==> config.mk <==
export PLATFORM = sky130hd
export DESIGN_NAME = ast_serial_tx
export DESIGN_NICKNAME = d
export VERILOG_FILES = /design/src/ast_pkg.sv /design/src/ast_baud_gen.sv /design/src/ast_serial_tx.sv
export VERILOG_INCLUDE_DIRS = /design/src
export SDC_FILE = /design/constraint.sdc
export NUM_CORES = 1
export LEC_CHECK = 0
export BUFFER_PORTS_ARGS = -buffer_cell sky130_fd_sc_hd__buf_2
export CORE_MARGIN = 4
export CORE_UTILIZATION = 58
export CTS_CLUSTER_SIZE = 12
export DETAILED_ROUTE_END_ITERATION = 16
export PLACE_DENSITY_LB_ADDON = 0.2
export REMOVE_ABC_BUFFERS = 1
export SLEW_MARGIN = 30
export SYNTH_ARGS = -nofsm -noshare
export SYNTH_HDL_FRONTEND = slang
export SYNTH_HIERARCHICAL = 1
export SYNTH_SLANG_ARGS = --single-unit
==> constraint.sdc <==
create_clock -name mclk -period 3.7 [get_ports mclk]
set_clock_uncertainty 0.1 [all_clocks]
set_input_delay 0 -clock mclk [delete_from_list [all_inputs] [get_ports mclk]]
set_output_delay 0 -clock mclk [all_outputs]
set_load 0.005 [all_outputs]
==> src/ast_regs.svh <==
// Register offsets, field positions, reset values and timing constants of the serial transmitter.
`ifndef AST_REGS_SVH
`define AST_REGS_SVH

// ----------------------------------------------------------------------------
// Register byte offsets
// ----------------------------------------------------------------------------
`define AST_OFF_TXCTL   4'h0
`define AST_OFF_RXCTL   4'h4
`define AST_OFF_BAUD    4'h8
`define AST_OFF_TXDATA  4'hC

// ----------------------------------------------------------------------------
// Transmit control and status fields, and the receive control port enable
// ----------------------------------------------------------------------------
`define AST_TXC_NINTH   0
`define AST_TXC_EMPTY   1
`define AST_TXC_HSPEED  2
`define AST_TXC_SYNC    4
`define AST_TXC_TX_ENABLE_BIT    5
`define AST_TXC_NINE    6
`define AST_TXC_IRQEN   8
`define AST_TXC_BUFEMP  9
`define AST_RXC_SERIAL_PORT_ENABLE    7

// ----------------------------------------------------------------------------
// Reset values and timing
// ----------------------------------------------------------------------------
`define AST_TXC_RESET   8'h02
`define AST_BAUD_RESET  8'h00
`define AST_FLAG_DELAY  2'h2
`define AST_DIV_LOW     4'hF
`define AST_DIV_HIGH    4'h3
`define AST_RESP_OKAY   2'h0
`define AST_RESP_SLVERR 2'h2

`endif

==> src/ast_pkg.sv <==
// Types shared by the serial transmitter files.
package ast_pkg;
  typedef enum logic [1:0] {
    AST_IDLE  = 2'b00,
    AST_START = 2'b01,
    AST_DATA  = 2'b10,
    AST_STOP  = 2'b11
  } ast_state_t;
endpackage : ast_pkg

==> src/ast_baud_gen.sv <==
// Baud tick generator: 8-bit divisor with a low or high speed prescale.
`timescale 1ns/10ps
`include "ast_regs.svh"
module ast_baud_gen #(
  parameter int DIV_WIDTH = 8
) (
  // Clock and reset
  input  wire logic                 mclk,
  input  wire logic                 reset,
  // Control
  input  wire logic                 run,
  input  wire logic [DIV_WIDTH-1:0] divisor,
  input  wire logic                 highSpeed,
  // Tick out
  output logic                      baudTick
);
  import ast_pkg::*;

  logic [3:0]           preCount;
  logic [DIV_WIDTH-1:0] divCount;
  wire  [3:0]           preTop  = highSpeed ? `AST_DIV_HIGH : `AST_DIV_LOW;
  wire                  preTick = (preCount == preTop);
  wire                  divDone = preTick && (divCount == divisor);

  // Rate is mclk / (prescale * (divisor + 1)).
  // Idle parks the prescaler one step on, because the registered tick lags divDone by a cycle;
  // without that the first bit after idle would run one cycle long.
  always_ff @(posedge mclk or posedge reset) begin
    if (reset) begin
      preCount <= 4'h0;
      divCount <= '0;
      baudTick <= 1'b0;
    end else if (!run) begin
      preCount <= 4'h1;
      divCount <= '0;
      baudTick <= 1'b0;
    end else begin
      preCount <= preTick ? 4'h0 : preCount + 4'h1;
      if (preTick) begin
        divCount <= divDone ? '0 : divCount + 1'b1;
      end
      baudTick <= divDone;
    end
  end
endmodule : ast_baud_gen

==> src/ast_serial_tx.sv <==
// Asynchronous serial transmitter with holding register, shifter and AXI4-Lite registers.
`timescale 1ns/10ps
`include "ast_regs.svh"

// Summary of operation
// - Line idles at mark when not shifting.
// - Frame is start, 8/9 data, stop.
// - Each bit lasts one 8-bit-generator baud period.
// - Data bits leave least significant first.
// - No hardware parity; ninth bit carries it.
// - Runs only with enable, async, port on.
// - Port enable drives transmit pin as output.
// - Port enable forces receive pin to input.
// - Setting transmit enable sets buffer empty flag.
// - Holding write starts; idle shifter loads immediately.
// - Busy shifter: load after stop, start follows.
// - Flag high when enabled and holding empty.
// - Flag clears in second cycle after write.
// - Buffer empty flag is read only.
// - Interrupt enable gates request, not flag.
// - Shifter empty clears on load, no interrupt.
// - Nine-bit mode sends ninth bit last.
// - Transmit and receive share format and rate; only the nine-bit select goes out to the receiver.
module ast_serial_tx #(
  parameter int DATA_WIDTH = 8,
  parameter int DIV_WIDTH  = 8
) (
  // Clock and reset
  input  wire logic        mclk,
  input  wire logic        reset,
  // AXI4-Lite write address and data
  input  wire logic [3:0]  s_axi_awaddr,
  input  wire logic        s_axi_awvalid,
  output logic             s_axi_awready,
  input  wire logic [31:0] s_axi_wdata,
  input  wire logic [3:0]  s_axi_wstrb,
  input  wire logic        s_axi_wvalid,
  output logic             s_axi_wready,
  // AXI4-Lite write response
  output logic [1:0]       s_axi_bresp,
  output logic             s_axi_bvalid,
  input  wire logic        s_axi_bready,
  // AXI4-Lite read
  input  wire logic [3:0]  s_axi_araddr,
  input  wire logic        s_axi_arvalid,
  output logic             s_axi_arready,
  output logic [31:0]      s_axi_rdata,
  output logic [1:0]       s_axi_rresp,
  output logic             s_axi_rvalid,
  input  wire logic        s_axi_rready,
  // Pins
  output logic             transmitPinOut,
  output logic             transmitPinOe,
  output logic             receivePinOe,
  // Shared setup to the receiver and interrupt request
  output logic             rxNineBitSelect,
  output logic             txIrqRequest
);
  import ast_pkg::*;

  // ----------------------------------------------------------------------------
  // Control registers
  // ----------------------------------------------------------------------------
  logic                  txEnableBit;
  logic                  syncSelect;
  logic                  nineBitSelect;
  logic                  ninthDataBit;
  logic                  highSpeedBaudSelect;
  logic                  txIrqEnable;
  logic                  serialPortEnable;
  logic [DIV_WIDTH-1:0]  baudDivisorRegister;
  logic [DATA_WIDTH:0]   txHoldingRegister;
  logic                  holdFull;
  logic [1:0]            flagDelay;
  logic                  txBufferEmptyFlag;

  // Shifter state.
  ast_state_t            state;
  ast_state_t            next_state;
  logic [DATA_WIDTH:0]   txShiftRegister;
  logic [3:0]            bitCount;
  logic                  shifterEmptyStatus;
  logic                  baudTick;

  // ----------------------------------------------------------------------------
  // Bus handshake decode
  // ----------------------------------------------------------------------------
  logic       awHeld;
  logic       wHeld;
  logic [3:0] awAddr;
  logic [31:0] wData;
  logic [3:0]  wStrb;
  wire  awTake   = s_axi_awvalid && s_axi_awready;
  wire  wTake    = s_axi_wvalid && s_axi_wready;
  wire  writeGo  = awHeld && wHeld && !s_axi_bvalid;
  wire  arTake   = s_axi_arvalid && s_axi_arready;

  function automatic logic mapped(input logic [3:0] a);
    mapped = (a == `AST_OFF_TXCTL) || (a == `AST_OFF_RXCTL) ||
             (a == `AST_OFF_BAUD)  || (a == `AST_OFF_TXDATA);
  endfunction : mapped

  wire wrCtl    = writeGo && wStrb[0] && (awAddr == `AST_OFF_TXCTL);
  wire wrCtlHi  = writeGo && wStrb[1] && (awAddr == `AST_OFF_TXCTL);
  wire wrRx     = writeGo && wStrb[0] && (awAddr == `AST_OFF_RXCTL);
  wire wrBaud   = writeGo && wStrb[0] && (awAddr == `AST_OFF_BAUD);
  wire wrData   = writeGo && wStrb[0] && (awAddr == `AST_OFF_TXDATA);

  // Asynchronous transmit runs only with all three control bits right.
  wire txActive = txEnableBit && !syncSelect && serialPortEnable;

  // A character moves over when the shifter is idle, or right as a stop ends.
  wire stopDone = (state == AST_STOP) && baudTick;
  wire shifterFree = (state == AST_IDLE) || stopDone;
  wire loadShift = txActive && holdFull && shifterFree;

  // Bus channel registers: address and data may arrive in either order.
  always_ff @(posedge mclk or posedge reset) begin
    if (reset) begin
      awHeld <= 1'b0;
      wHeld  <= 1'b0;
      awAddr <= 4'h0;
      wData  <= 32'h0000_0000;
      wStrb  <= 4'h0;
    end else begin
      if (awTake) begin
        awHeld <= 1'b1;
        awAddr <= s_axi_awaddr;
      end else if (writeGo) begin
        awHeld <= 1'b0;
      end
      if (wTake) begin
        wHeld <= 1'b1;
        wData <= s_axi_wdata;
        wStrb <= s_axi_wstrb;
      end else if (writeGo) begin
        wHeld <= 1'b0;
      end
    end
  end

  // Ready signals and the write response.
  always_ff @(posedge mclk or posedge reset) begin
    if (reset) begin
      s_axi_awready <= 1'b0;
      s_axi_wready  <= 1'b0;
      s_axi_bvalid  <= 1'b0;
      s_axi_bresp   <= `AST_RESP_OKAY;
    end else begin
      s_axi_awready <= !awHeld && !awTake && !s_axi_awready;
      s_axi_wready  <= !wHeld && !wTake && !s_axi_wready;
      if (writeGo) begin
        s_axi_bvalid <= 1'b1;
        s_axi_bresp  <= mapped(awAddr) ? `AST_RESP_OKAY : `AST_RESP_SLVERR;
      end else if (s_axi_bready) begin
        s_axi_bvalid <= 1'b0;
      end
    end
  end

  // Read mux; the buffer empty and shifter empty bits come from live state.
  wire [31:0] txCtlView = {22'h0, txBufferEmptyFlag, txIrqEnable,
                           1'b0, nineBitSelect, txEnableBit, syncSelect, 1'b0,
                           highSpeedBaudSelect, shifterEmptyStatus, ninthDataBit};
  wire [31:0] rdView =
      (s_axi_araddr == `AST_OFF_TXCTL)  ? txCtlView :
      (s_axi_araddr == `AST_OFF_RXCTL)  ? {24'h0, serialPortEnable, 7'h00} :
      (s_axi_araddr == `AST_OFF_BAUD)   ? {24'h0, baudDivisorRegister} :
      (s_axi_araddr == `AST_OFF_TXDATA) ? {23'h0, txHoldingRegister} : 32'h0000_0000;

  // Read channel: address taken, data one cycle later.
  always_ff @(posedge mclk or posedge reset) begin
    if (reset) begin
      s_axi_arready <= 1'b0;
      s_axi_rvalid  <= 1'b0;
      s_axi_rdata   <= 32'h0000_0000;
      s_axi_rresp   <= `AST_RESP_OKAY;
    end else begin
      s_axi_arready <= !s_axi_rvalid && !arTake && !s_axi_arready;
      if (arTake) begin
        s_axi_rvalid <= 1'b1;
        s_axi_rdata  <= rdView;
        s_axi_rresp  <= mapped(s_axi_araddr) ? `AST_RESP_OKAY : `AST_RESP_SLVERR;
      end else if (s_axi_rready) begin
        s_axi_rvalid <= 1'b0;
      end
    end
  end

  // ----------------------------------------------------------------------------
  // Software control bits
  // ----------------------------------------------------------------------------
  // The two status bits in the control word are ignored on write.
  always_ff @(posedge mclk or posedge reset) begin
    if (reset) begin
      ninthDataBit        <= 1'b0;
      highSpeedBaudSelect <= 1'b0;
      syncSelect          <= 1'b0;
      txEnableBit         <= 1'b0;
      nineBitSelect       <= 1'b0;
      txIrqEnable         <= 1'b0;
      serialPortEnable    <= 1'b0;
      baudDivisorRegister <= `AST_BAUD_RESET;
    end else begin
      if (wrCtl) begin
        ninthDataBit        <= wData[`AST_TXC_NINTH];
        highSpeedBaudSelect <= wData[`AST_TXC_HSPEED];
        syncSelect          <= wData[`AST_TXC_SYNC];
        txEnableBit         <= wData[`AST_TXC_TX_ENABLE_BIT];
        nineBitSelect       <= wData[`AST_TXC_NINE];
      end
      if (wrCtlHi) begin
        txIrqEnable <= wData[`AST_TXC_IRQEN];
      end
      if (wrRx) begin
        serialPortEnable <= wData[`AST_RXC_SERIAL_PORT_ENABLE];
      end
      if (wrBaud) begin
        baudDivisorRegister <= wData[DIV_WIDTH-1:0];
      end
    end
  end

  // ----------------------------------------------------------------------------
  // Holding register and buffer empty flag
  // ----------------------------------------------------------------------------
  // The ninth bit is captured with the low byte on the same write.
  always_ff @(posedge mclk or posedge reset) begin
    if (reset) begin
      txHoldingRegister <= '0;
      holdFull          <= 1'b0;
      flagDelay         <= 2'h0;
    end else begin
      if (wrData) begin
        txHoldingRegister <= {ninthDataBit, wData[DATA_WIDTH-1:0]};
        holdFull          <= 1'b1;
        flagDelay         <= `AST_FLAG_DELAY;
      end else begin
        if (loadShift) begin
          holdFull <= 1'b0;
        end
        if (flagDelay != 2'h0) begin
          flagDelay <= flagDelay - 2'h1;
        end
      end
    end
  end

  // Flag lags a write by two cycles so a quick poll sees the old value;
  // software has no write path to it at all.
  wire flagTarget = txEnableBit && !(holdFull && !loadShift);
  always_ff @(posedge mclk or posedge reset) begin
    if (reset) begin
      txBufferEmptyFlag <= 1'b0;
    end else if (flagDelay == 2'h0 || !txEnableBit) begin
      txBufferEmptyFlag <= flagTarget;
    end
  end

  // ----------------------------------------------------------------------------
  // Shift register
  // ----------------------------------------------------------------------------
  wire [3:0] lastBit = nineBitSelect ? 4'(DATA_WIDTH) : 4'(DATA_WIDTH - 1);

  // Frame sequencer, one state step per baud tick.
  always_comb begin
    next_state = state;
    case (state)
      AST_IDLE:  if (loadShift) next_state = AST_START;
      AST_START: if (baudTick) next_state = AST_DATA;
      AST_DATA:  if (baudTick && bitCount == lastBit) next_state = AST_STOP;
      AST_STOP:  if (baudTick) next_state = loadShift ? AST_START : AST_IDLE;
      default:   next_state = AST_IDLE;
    endcase
    if (!txActive) next_state = AST_IDLE;
  end

  // Data leave from bit zero; no parity is computed here.
  always_ff @(posedge mclk or posedge reset) begin
    if (reset) begin
      state              <= AST_IDLE;
      txShiftRegister    <= '0;
      bitCount           <= 4'h0;
      shifterEmptyStatus <= 1'b1;
    end else begin
      state <= next_state;
      if (loadShift) begin
        txShiftRegister    <= txHoldingRegister;
        bitCount           <= 4'h0;
        shifterEmptyStatus <= 1'b0;
      end else if (state == AST_DATA && baudTick) begin
        txShiftRegister <= txShiftRegister >> 1;
        bitCount        <= bitCount + 4'h1;
      end else if (next_state == AST_IDLE) begin
        shifterEmptyStatus <= 1'b1;
      end
    end
  end

  ast_baud_gen #(
    .DIV_WIDTH (DIV_WIDTH)
  ) u_baud (
    .mclk      (mclk),
    .reset     (reset),
    .run       (state != AST_IDLE),
    .divisor   (baudDivisorRegister),
    .highSpeed (highSpeedBaudSelect),
    .baudTick  (baudTick)
  );

  // ----------------------------------------------------------------------------
  // Pins and outputs
  // ----------------------------------------------------------------------------
  // Registered pin drive; idle is mark so a listener never sees a false start.
  always_ff @(posedge mclk or posedge reset) begin
    if (reset) begin
      transmitPinOut  <= 1'b1;
      transmitPinOe   <= 1'b0;
      receivePinOe    <= 1'b0;
      rxNineBitSelect <= 1'b0;
      txIrqRequest    <= 1'b0;
    end else begin
      case (next_state)
        AST_START: transmitPinOut <= 1'b0;
        AST_DATA:  transmitPinOut <= (state == AST_DATA && baudTick) ? txShiftRegister[1] :
                                     txShiftRegister[0];
        default:   transmitPinOut <= 1'b1;
      endcase
      transmitPinOe   <= serialPortEnable;
      receivePinOe    <= 1'b0;
      rxNineBitSelect <= nineBitSelect;
      txIrqRequest    <= txBufferEmptyFlag && txIrqEnable;
    end
  end
endmodule : ast_serial_tx

## Yosys cells after proc, flatten, opt, wreduce, memory -nomap -nowiden

Index checks and enable logic that the tools add are counted.

- Flip-flop bits (word level): 119
- Output and inout bits: 46
- Input port bits: 51

- Add/subtract/negate cells: 4
- Reduce and logical (&&, ||, !) cells: 67
- Mux-type cells: 41
- Eq/ne operators: 16

Operators by type and width:

| operator | count |
|---|---|
| two-way mux 9 bit | 5 |
| logical AND 1 bit | 29 |
| two-way mux 4 bit | 6 |
| two-way mux 8 bit | 3 |
| nonzero test 2 bit | 10 |
| two-way mux 2 bit | 9 |
| equality test 4 bit, second input constant | 4 |
| two-way mux 1 bit | 15 |
| zero test 1 bit | 14 |
| two-way mux 10 bit | 1 |
| adder 4 x 1 -> 4 bit, second input constant | 2 |
| adder 8 x 1 -> 8 bit, second input constant | 1 |
| equality test 4 x 3 -> 1 bit, second input constant | 2 |
| equality test 4 bit | 2 |
| equality test 8 bit | 1 |
| zero test 4 bit | 2 |
| logical OR 1 bit | 8 |
| one-hot mux 2 bit (4 select lines) | 1 |
| equality test 2 bit, second input constant | 3 |
| zero test 2 bit | 3 |
| equality test 2 x 1 -> 1 bit, second input constant | 2 |
| inequality test 2 bit, second input constant | 2 |
| one-hot mux 1 bit (2 select lines) | 1 |
| AND reduction 2 bit | 1 |
| subtractor 2 x 1 -> 2 bit, second input constant | 1 |

## Logic depth before layout (Yosys ltp)

Gate-level depths: netlist of run 1.

- Depth after elaboration: 13
- Depth in mapped cells: 6
- Mapped depth without buffers: 5

## Cells and area by module

The synthesis of run 1 kept the hierarchy.

Modules (own cells, without submodules):

| module | times used | sequential area each (µm²) | cells an instance | area an instance (µm²) |
|---|---|---|---|---|
| ast_serial_tx | 1 | 2054.5 | 295 | 3646.0 |
| ast_baud_gen | 1 | 325.3 | 70 | 755.7 |

## Worst setup path after synthesis of run 1

No wires, ideal clock.

- Path kind: flip-flop to flip-flop
- Start point: reg s_axi_bvalid
- End point: reg baudDivisorRegister[1]
- Arrival: 1588 ps
- Stages on the path, launching flop included: 6
- Required time: 3475 ps
- Period minus slack after synthesis: 1813 ps
- Buffers on the path: 1
- Slack: 1887 ps
- Cell sequence: dfrtp_1 > nand2b_1 > nor4_4 > and4b_1 > buf_6 > mux2_2

- Cells in the longest elaborated chain, start to end: 4

Ends and longest elaborated chain:

| element | RTL line | RTL |
|---|---|---|
| start: declaration | ast_serial_tx.sv:41 | `output logic s_axi_bvalid,` |
| start signal: assignment | ast_serial_tx.sv:147 | `s_axi_bvalid <= 1'b0;` |
| start signal: assignment | ast_serial_tx.sv:153 | `s_axi_bvalid <= 1'b1;` |
| start signal: assignment | ast_serial_tx.sv:156 | `s_axi_bvalid <= 1'b0;` |
| zero test 1 bit | ast_serial_tx.sv:95 | `wire writeGo = awHeld && wHeld && !s_axi_bvalid;` |
| logical AND 1 bit | ast_serial_tx.sv:95 |  |
| logical AND 1 bit (2 in series) | ast_serial_tx.sv:106 | `` wire wrBaud = writeGo && wStrb[0] && (awAddr == `AST_OFF_BAUD); `` |
| end signal: assignment | ast_serial_tx.sv:203 | `` baudDivisorRegister <= `AST_BAUD_RESET; `` |
| end signal: assignment | ast_serial_tx.sv:219 | `baudDivisorRegister <= wData[DIV_WIDTH-1:0];` |
| end: declaration | ast_serial_tx.sv:71 | `logic [DIV_WIDTH-1:0] baudDivisorRegister;` |

Every way passes these cells.
A chain may end at the register's enable or synchronous reset.

## Final worst setup path of run 1

- Start point: reg state[0]
- End point: reg txShiftRegister[2]

- Cells in the longest elaborated chain, start to end: 5
- Elaborated cells on any way between the ends: 9

Ends and longest elaborated chain:

| element | RTL line | RTL |
|---|---|---|
| start: declaration | ast_serial_tx.sv:78 | `ast_state_t state;` |
| start signal: assignment | ast_serial_tx.sv:286 | `state <= next_state;` |
| equality test 2 bit | ast_serial_tx.sv:113 | `wire stopDone = (state == AST_STOP) && baudTick;` |
| logical AND 1 bit | ast_serial_tx.sv:113 |  |
| logical OR 1 bit | ast_serial_tx.sv:114 | `wire shifterFree = (state == AST_IDLE) \|\| stopDone;` |
| logical AND 1 bit | ast_serial_tx.sv:115 | `wire loadShift = txActive && holdFull && shifterFree;` |
| two-way mux 9 bit / nonzero test 2 bit (equally long branches) | - |  |
| end signal: assignment | ast_serial_tx.sv:288 | `txShiftRegister <= txHoldingRegister;` |
| end signal: assignment | ast_serial_tx.sv:292 | `txShiftRegister <= txShiftRegister >> 1;` |
| end: declaration | ast_serial_tx.sv:80 | `logic [DATA_WIDTH:0] txShiftRegister;` |

Several ways; a longest one is shown, not always the timed one.

==> qor.yml, run 1 <==
ys_warn_count: 6
cts_tree: "yes"
clock_path_buffers: 2
cp.required_ps: 3840
dieHeight_um: 95.1
fin_ws_ps: 1430
numPortBuffers: 46
cts_buffers: 9
dp_slack_ps: 1470
antenna_found_initial: 0
syn_avg_cell_area_um2: 12.1
antenna_left: 0
utilization_pct: 69.5
worst_slew_pin_slew_ps: 698
antennaDiodeCount: 0
cp-end-kind: "register"
grt_pass1_vias: 2966
period_minus_slack_ps: 2270
cpPeakStageDelay_ps: 640
htreeDepth: 3
start_kind: "register"
grt.overflow.total: 0
p_leak_uw: 0.00248
die_area_um2: 9050
cp.arrival_ps: 2410
synthCells: 365
synth_cell_types: 59
cts_hold_buf: 26
placed_cells: 500
rows: 31
num_io_pins: 97
cp_slowest_cell: "a211oi_4"
die_width_um: 95.1
vias: 2943
drt_iter0_drc: 166
vdd_drop_max_uv: 418
rsz0062_at_grt: "no"
synth_edf_count: 0
synth_seq_cells: 95
crit_path_cell_trace: "or2_1 > a211oi_4 > nor2_1 > a21o_1"
drive_gt1_share_pct: 26.9
syn-cell-area_um2: 4400
r2r-start: "state[0]"
synth_top_area_cell: "dfrtp_1"
wl_um: 8770
final_nets: 493
cts_root_buf: "clkbuf_8"
status: "finished, final reports clean"
cts.sinks: 95
core_region_area_um2: 7330
gp_congestion: 0.791
wl_per_cell_um: 16.2
grt_pass1_wl_um: 14800
cp_max_fo: 15
drt_first_pass_iters: 5
maxCapViolations: 0
crit_start: "state[0]"
setup_viol: 0
drc: 0
clk_pin_slew_ps: 100
synth-seq-area-share_pct: 54.1
relSlewSlack_pct: 53.5
layout.cells.non_filler: 542
maxSlewViolCount: 0
dp_hpwl_um: 6140
final_common_cell: "dfrtp_1"
p_per_area_nw_per_um2: 568
worstSkewPairLatency_ps: 360
yosysTopAreaCellShare_pct: 52.9
crit_type: "register to register"
area_growth_syn_to_layout_pct: 15.7
hold_class: "input port to register"
post_cts_resized: 0
async_reset_ff_share_pct: 100
fin_tns_setup_ps: 0
post-route-period-util_pct: 61.2
routed_via_density: 5.43
final_cell_mix: "dfrtp_1 (93), buf_2 (46), mux2_2 (39)"
min_from: "s_axi_araddr[1]"
initial_utilization_pct: 60.0
synthTopCellsByArea: "dfrtp_1 (53%), mux2_2 (10%), buf_4 (4.3%), xnor2_1 (2.2%), o21ai_0 (2.0%)"
grt_max_degree: 58
hold_viol: 0
cts_setup_buffers: 0
grt.total_usage_pct: 21.3
fmax_mhz: 441
ys.flop_type: "dfrtp_1"
power_uw: 2890
==> final cells by class <==
type,instances,area (um2)
Clock buffer,12,165
Clock inverter,4,56.3
Fill cell,517,2240
Inverter,12,47.5
Multi-Input combinational cell,247,1820
Sequential cell,95,2380
Tap cell,99,124
Timing Repair Buffer,73,498
==> per-stage QoR <==
stage          hold WS (ps)  cell area, um2
2_1_floorplan          -223            4250
3_3_place_gp          -42.4            4610
3_5_place_dp          -30.1            4610
4_1_cts                14.3            5090
5_1_grt                40.0            5090
6_report               20.8            5090
==> critical path: cells and delay by family (launching register included) <==
kind             cells  cell delay [ps]
AND/OR/NAND/NOR      2              690
flip-flops           1              470
AO/OA/AOI/OAI        2              880
==> where the power goes <==
group          switching (uW)  internal, uW  leakage (uW)
registers                 236          1280       0.00125
clock network             366           376      0.000114
logic                     286           350       0.00111
==> routing by layer <==
| metal | track usage [%] | up-vias | routed length, um |
|---|---|---|---|
| li1 | - | 1386 | - |
| met1 | 28.8 | 1470 | 4010 |
| met2 | 35.2 | 76 | 4240 |
| met3 | 3.16 | 11 | 383 |
| met4 | 7.81 | 0 | 131 |
| met5 | 0 | - | 0 |
==> registers in the layout, indices dropped and copies added (netlist names), 2 cells and up <==
name and count:
awAddr 4, txHoldingRegister 9, state 2, flagDelay 2, wStrb 2, bitCount 4
txShiftRegister 9, u_baud/divCount 8, u_baud/preCount 4, s_axi_rdata 10, wData 9, baudDivisorRegister 8
==> cells in the mapped netlist, types with 6 or more instances <==
master / n
nand3_1: 9
a21o_1: 8
nor2_1: 18
mux2_2: 39
a21oi_1: 6
o21ai_0: 18
inv_1: 11
buf_4: 25
dfrtp_1: 93
nand2_1: 20
a22o_1: 8
xnor2_1: 11
mux2i_1: 8
xor2_1: 7
==> final timing paths <==
kind / end / slack [ps] / cells past startpoint
setup / recovery: txShiftRegister[2] / 1430 / 4
min in group asynchronous: u_baud/baudTick / 140 / 3
hold reg to reg: s_axi_awready / 350 / 1
setup reg to reg: txShiftRegister[2] / 1430 / 4
hold / removal: s_axi_rdata[1] / 20 / 4
max in group asynchronous: baudDivisorRegister[2] / 2480 / 4
==> cell families (layout without fill, tap and decap cells) <==
group,count (synthesis),count (layout),synth area share [%]
buffers and inverters,47,101,6.57
other,1,25,0.0852
adder cells (fa/ha/maj),4,4,1.14
XOR/XNOR,18,18,3.58
AND/OR/NAND/NOR,86,86,11.4
AO/OA/AOI/OAI,64,64,10.5
flip-flops,95,95,54.1
multiplexers,50,50,12.6
No activity file was read; power rests on OpenSTA's default activity.
==> inputs of run 2 (changes only) <==
- ABC_AREA: not set -> 1
- CORE_UTILIZATION: 58 -> 50
- clock period: 3.7 -> 2 ns (I/O delays scaled with it)
==> qor.yml, run 2 <==
status: "complete, but fails checks"
failed_checks: "negative hold slack"
grt.total_usage_pct: 18.5
cts.sinks: 95
wl_um: 9620
rows: 35
syn-cell-area_um2: 4670
layout.cells.non_filler: 718
synthTopCellsByArea: "dfrtp_1 (50%), nand2_1 (9.7%), inv_1 (5.5%), buf_4 (4.3%), nor2_1 (3.1%)"
yosysTopAreaCellShare_pct: 49.8
met3_usage_pct: 2.35
hold_class: "input port to register"
cp_slowest_cell: "dlygate4sd3_1"
synth_seq_cells: 95
htreeDepth: 3
clk_pin_slew_ps: 110
fin_tns_setup_ps: 0
top_register: "s_axi_rdata"
ys_warn_count: 6
drc: 0
synth_top_area_cell: "dfrtp_1"
clock_path_buffers: 2
synth_common_cells: "nand2_1 (121), dfrtp_1 (93), inv_1 (69)"
antennaDiodeCount: 0
grt.overflow.total: 0
grtUsageMet1_pct: 26.8
fin_ws_ps: 166
vias: 3523
cp_max_fo: 5
fmax_mhz: 545
relSlewSlack_pct: 64.1
wl_per_cell_um: 13.4
synthCells: 522
cp-end-kind: "register"
whs_ps: -8.89
core_region_area_um2: 9150
dpl_cell_area_um2: 4920
worstSkewPairLatency_ps: 370
drive_gt1_share_pct: 20.6
placed_cells: 672
area_growth_syn_to_layout_pct: 16.6
p_per_area_nw_per_um2: 1120
numPortBuffers: 46
synth_most_common_cell: "nand2_1"
dieHeight_um: 105
grt_max_degree: 83
crit_path_cell_trace: "dlygate4sd3_1 > buf_2 > nor2_2 > dlygate4sd3_1 > nand2_1 > nor3b_1 > o21ai_0 > nand2_1"
die_width_um: 105
final_cell_mix: "nand2_1 (121), dfrtp_1 (93), inv_1 (68)"
async_reset_ff_share_pct: 100
cp.arrival_ps: 2050
vdd_drop_max_uv: 715
p_leak_uw: 0.00275
dp_hpwl_um: 6910
synth_cell_types: 46
num_io_pins: 97
maxSlewViolCount: 0
worst_slew_pin_slew_ps: 539
setup_viol: 0
cts_buffers: 9
post-route-period-util_pct: 91.7
syn_avg_cell_area_um2: 8.95
antenna_left: 0
grt_pass1_vias: 3359
antenna_found_initial: 0
largest_reg_flops: 10
cp.required_ps: 2220
initial_utilization_pct: 51.0
final_nets: 657
cts_tree: "yes"
die_area_um2: 10900
hold_viol: 1
dp_slack_ps: 331
maxCapViolations: 0
rsz0062_at_grt: "no"
drt_first_pass_iters: 4
period_minus_slack_ps: 1830
use_met2_pct: 28.6
grt_busiest_layer: "met2"
synth-seq-area-share_pct: 51.0
start_kind: "input port"
fin_area_um2: 5440
grt_pass1_wl_um: 16500
crit_type: "input port to register"
gp_congestion: 0.861
routed_via_density: 4.91
cts_root_buf: "clkbuf_8"
ys.flop_type: "dfrtp_1"
final_common_cell: "nand2_1"
drt_iter0_drc: 215
synth_edf_count: 0
nFillCells: 809
cpPeakStageDelay_ps: 630
[run 2: layout make-up]
class / count / area [um2] / area share (%)
clock inverters: 7 / 97.6 / 1.79
repair buffers: 82 / 588 / 10.8
flip-flops and latches: 95 / 2380 / 43.7
clock buffers: 9 / 124 / 2.28
well taps: 111 / 139 / 2.55
multi-input cells: 337 / 1820 / 33.5
inverters: 77 / 293 / 5.38
[run 2: what timing repair did]
item	4_1_cts	5_1_grt
setup buffers	0	0
endpoints found under the hold margin	119	0
resized for setup	0	1
hold buffers	30	0
endpoints found under the setup margin	0	1
[run 2: layer usage]
| layer | wire [um] | part of all wire [%] |
|---|---|---|
| met3 | 490 | 5.1 |
| met5 | 0 | 0 |
| met2 | 4510 | 47 |
| met4 | 174 | 1.8 |
| met1 | 4440 | 46 |
[run 2: path summary, 6_finish.rpt]
check / startpoint / to / slack (ps) / depth (start not counted)
max: s_axi_araddr[0] / s_axi_rdata[7] / 170 / 8
min: s_axi_araddr[1] / s_axi_rdata[9] / -9 / 4
max reg2reg: s_axi_bvalid / txHoldingRegister[0] / 310 / 7
min reg2reg: s_axi_arready / s_axi_arready / 340 / 1
max in group asynchronous: reset / transmitPinOut / 1270 / 4
min in group asynchronous: reset / u_baud/divCount[0] / 150 / 3
[run 2: logic make-up (layout without fill, tap and decap cells)]
logic type / Yosys count / count (layout) / synth area share, %
xor+xnor: 8 / 8 / 1.66
mux: 4 / 4 / 0.965
fa+ha+maj: 4 / 4 / 1.07
simple gates: 218 / 218 / 22.0
compound gates: 78 / 78 / 11.2
buf+inv: 114 / 175 / 12.0
other cells: 1 / 25 / 0.0803
flops: 95 / 95 / 51.0
[run 2: power breakdown]
group | internal (uW) | switching, uW
registers | 2510 | 458
clock network | 622 | 770
logic | 713 | 1020
total | 3850 | 2240
[run 2: through the flow]
| stage | util [%] | power, uW |
|---|---|---|
| 6_report | 59.5 | 6090 |
| 5_1_grt | 59.5 | 6530 |
| 4_1_cts | 59.4 | 6130 |
| 3_5_place_dp | 53.7 | 4670 |
| 3_3_place_gp | 53.7 | 4590 |
| 2_1_floorplan | - | 4080 |
[run 2: critical path: cells and delay by family]
kind | cells | cell delay (ps)
compound gates | 1 | 150
buf+inv | 3 | 1280
simple gates | 4 | 620
==> inputs of run 3 (changes only) <==
- ABC_AREA: 1 -> not set
- CORE_UTILIZATION: 50 -> 49
==> qor.yml, run 3 (synthesis results as in run 1) <==
status: "finished, final reports clean"
cp_max_fo: 8
cts.sinks: 95
timing.rr.end: "baudDivisorRegister[6]"
antennaDiodeCount: 0
whs_ps: 40.7
gp_congestion: 0.833
final_common_cell: "dfrtp_1"
final_cell_mix: "dfrtp_1 (93), buf_2 (46), mux2_2 (39)"
cp_slowest_cell: "dfrtp_1"
rows: 34
clk_pin_slew_ps: 110
grt_max_degree: 64
vias: 2924
regArea_um2: 2380
cp.arrival_ps: 2040
post-route-period-util_pct: 94.7
antenna_left: 0
grt.overflow.total: 0
top_register: "s_axi_rdata"
period_minus_slack_ps: 1890
cp_top_family: "simple AND/OR/NAND/NOR gates"
drive_gt1_share_pct: 28.4
antenna_found_initial: 0
core_region_area_um2: 8720
routed_via_density: 5.19
drc: 0
die_width_um: 103
fmax_mhz: 528
cts_buffers: 9
p_leak_uw: 0.00253
crit_start: "s_axi_bvalid"
multi_input_area_um2: 1830
grt_pass1_vias: 3061
crit_cells: 5
die_area_um2: 10600
rsz0062_at_grt: "no"
drt_iter0_drc: 123
initial_utilization_pct: 50.5
drt_first_pass_iters: 4
num_io_pins: 97
numPortBuffers: 46
cp-end-kind: "register"
crit_end: "baudDivisorRegister[6]"
maxCapViolations: 0
cts_root_buf: "clkbuf_8"
cts_tree: "yes"
wl_um: 8850
relSlewSlack_pct: 65.0
cts_setup_buffers: 0
grt_pass1_wl_um: 14900
worstSkewPairLatency_ps: 370
dp_hpwl_um: 6310
grt.total_usage_pct: 18.2
dieHeight_um: 103
ff2ff_setup_slack_ps: 110
clock_path_buffers: 2
htreeDepth: 3
crit_type: "register to register"
hold_viol: 0
crit_buf_inv: 1
wl_per_cell_um: 15.7
maxSlewViolCount: 0
vdd_drop_max_uv: 716
cp.required_ps: 2150
hold_class: "input port to async pin"
r2r-start: "s_axi_bvalid"
setup_viol: 0
cpPeakStageDelay_ps: 410
largest_reg_flops: 10
area_growth_syn_to_layout_pct: 18.3
worst_slew_pin_slew_ps: 520
crit_path_cell_trace: "nand2b_1 > nor4_4 > and4b_1 > buf_4 > mux2_2"
ff2ff_path_depth: 5
p_per_area_nw_per_um2: 1030
utilization_pct: 59.7
nFillCells: 743
start_kind: "register"
final_nets: 505
## run 3: cell types whose count changed in the layout (fill, tap and decap cells not counted), sizes merged, moves of 6 or more
cell,delta
a22o,+8
o221ai,-6
a21oi,-8
o21ai,-23
inv,-65
xnor2,+6
nor2,-26
a21o,+8
nand4,-11
mux2i,+8
nand3,-12
nand2,-112
mux2,+38
## run 3: layout make-up
cell class	count	share of cell area, %
sequential	95	45.7
clock inverter	7	1.68
clock buffer	9	2.38
timing repair buffer	85	11.7
inverter	12	0.889
multi-input combinational	247	35.1
tap	108	2.59
## run 3: report_power, final
group          total, uW  switching, uW  internal [uW]
Sequential          2790            420           2370
Clock               1340            728            608
Combinational       1250            552            701
Total               5380           1700           3680
## run 3: stage by stage
step	cells	setup TNS [ps]	total power, uW	area [um2]	setup slack [ps]
final	563	0	5380	5210	105
after global routing	563	0	5730	5210	8.04
after CTS	563	0	5430	5200	92.1
after detailed placement	518	0	3990	4700	118
after global placement	518	0	3930	4700	140
after floorplan	354	-16410	3520	4250	-205
## run 3: metal layers
metal | up-vias | wire length (um) | track usage, %
li1 | 1415 | - | -
met1 | 1415 | 4080 | 24.8
met2 | 79 | 4220 | 29.6
met3 | 15 | 388 | 2.44
met4 | 0 | 161 | 7.07
met5 | - | 0 | 0
## run 3: worst min-delay path by stage
stage | startpoint | endpoint | cells past startpoint
after detailed placement | reset | state[1] | 2
after CTS | s_axi_araddr[2] | s_axi_rdata[0] | 3
after global placement | reset | state[1] | 2
after floorplan | reset | u_baud/baudTick | 1
final | reset | s_axi_rresp[1] | 3
after global routing | s_axi_araddr[2] | s_axi_rdata[6] | 3
## run 3: worst min-delay path: stages
cell           delay (ps)
dlygate4sd3_1         530
buf_2                 140
clkinv_2              260
## run 3: repair_timing
action	CTS	global route
hold endpoints to repair	119	0
resized for setup	0	1
hold buffers	29	0
endpoints found under the setup margin	0	5
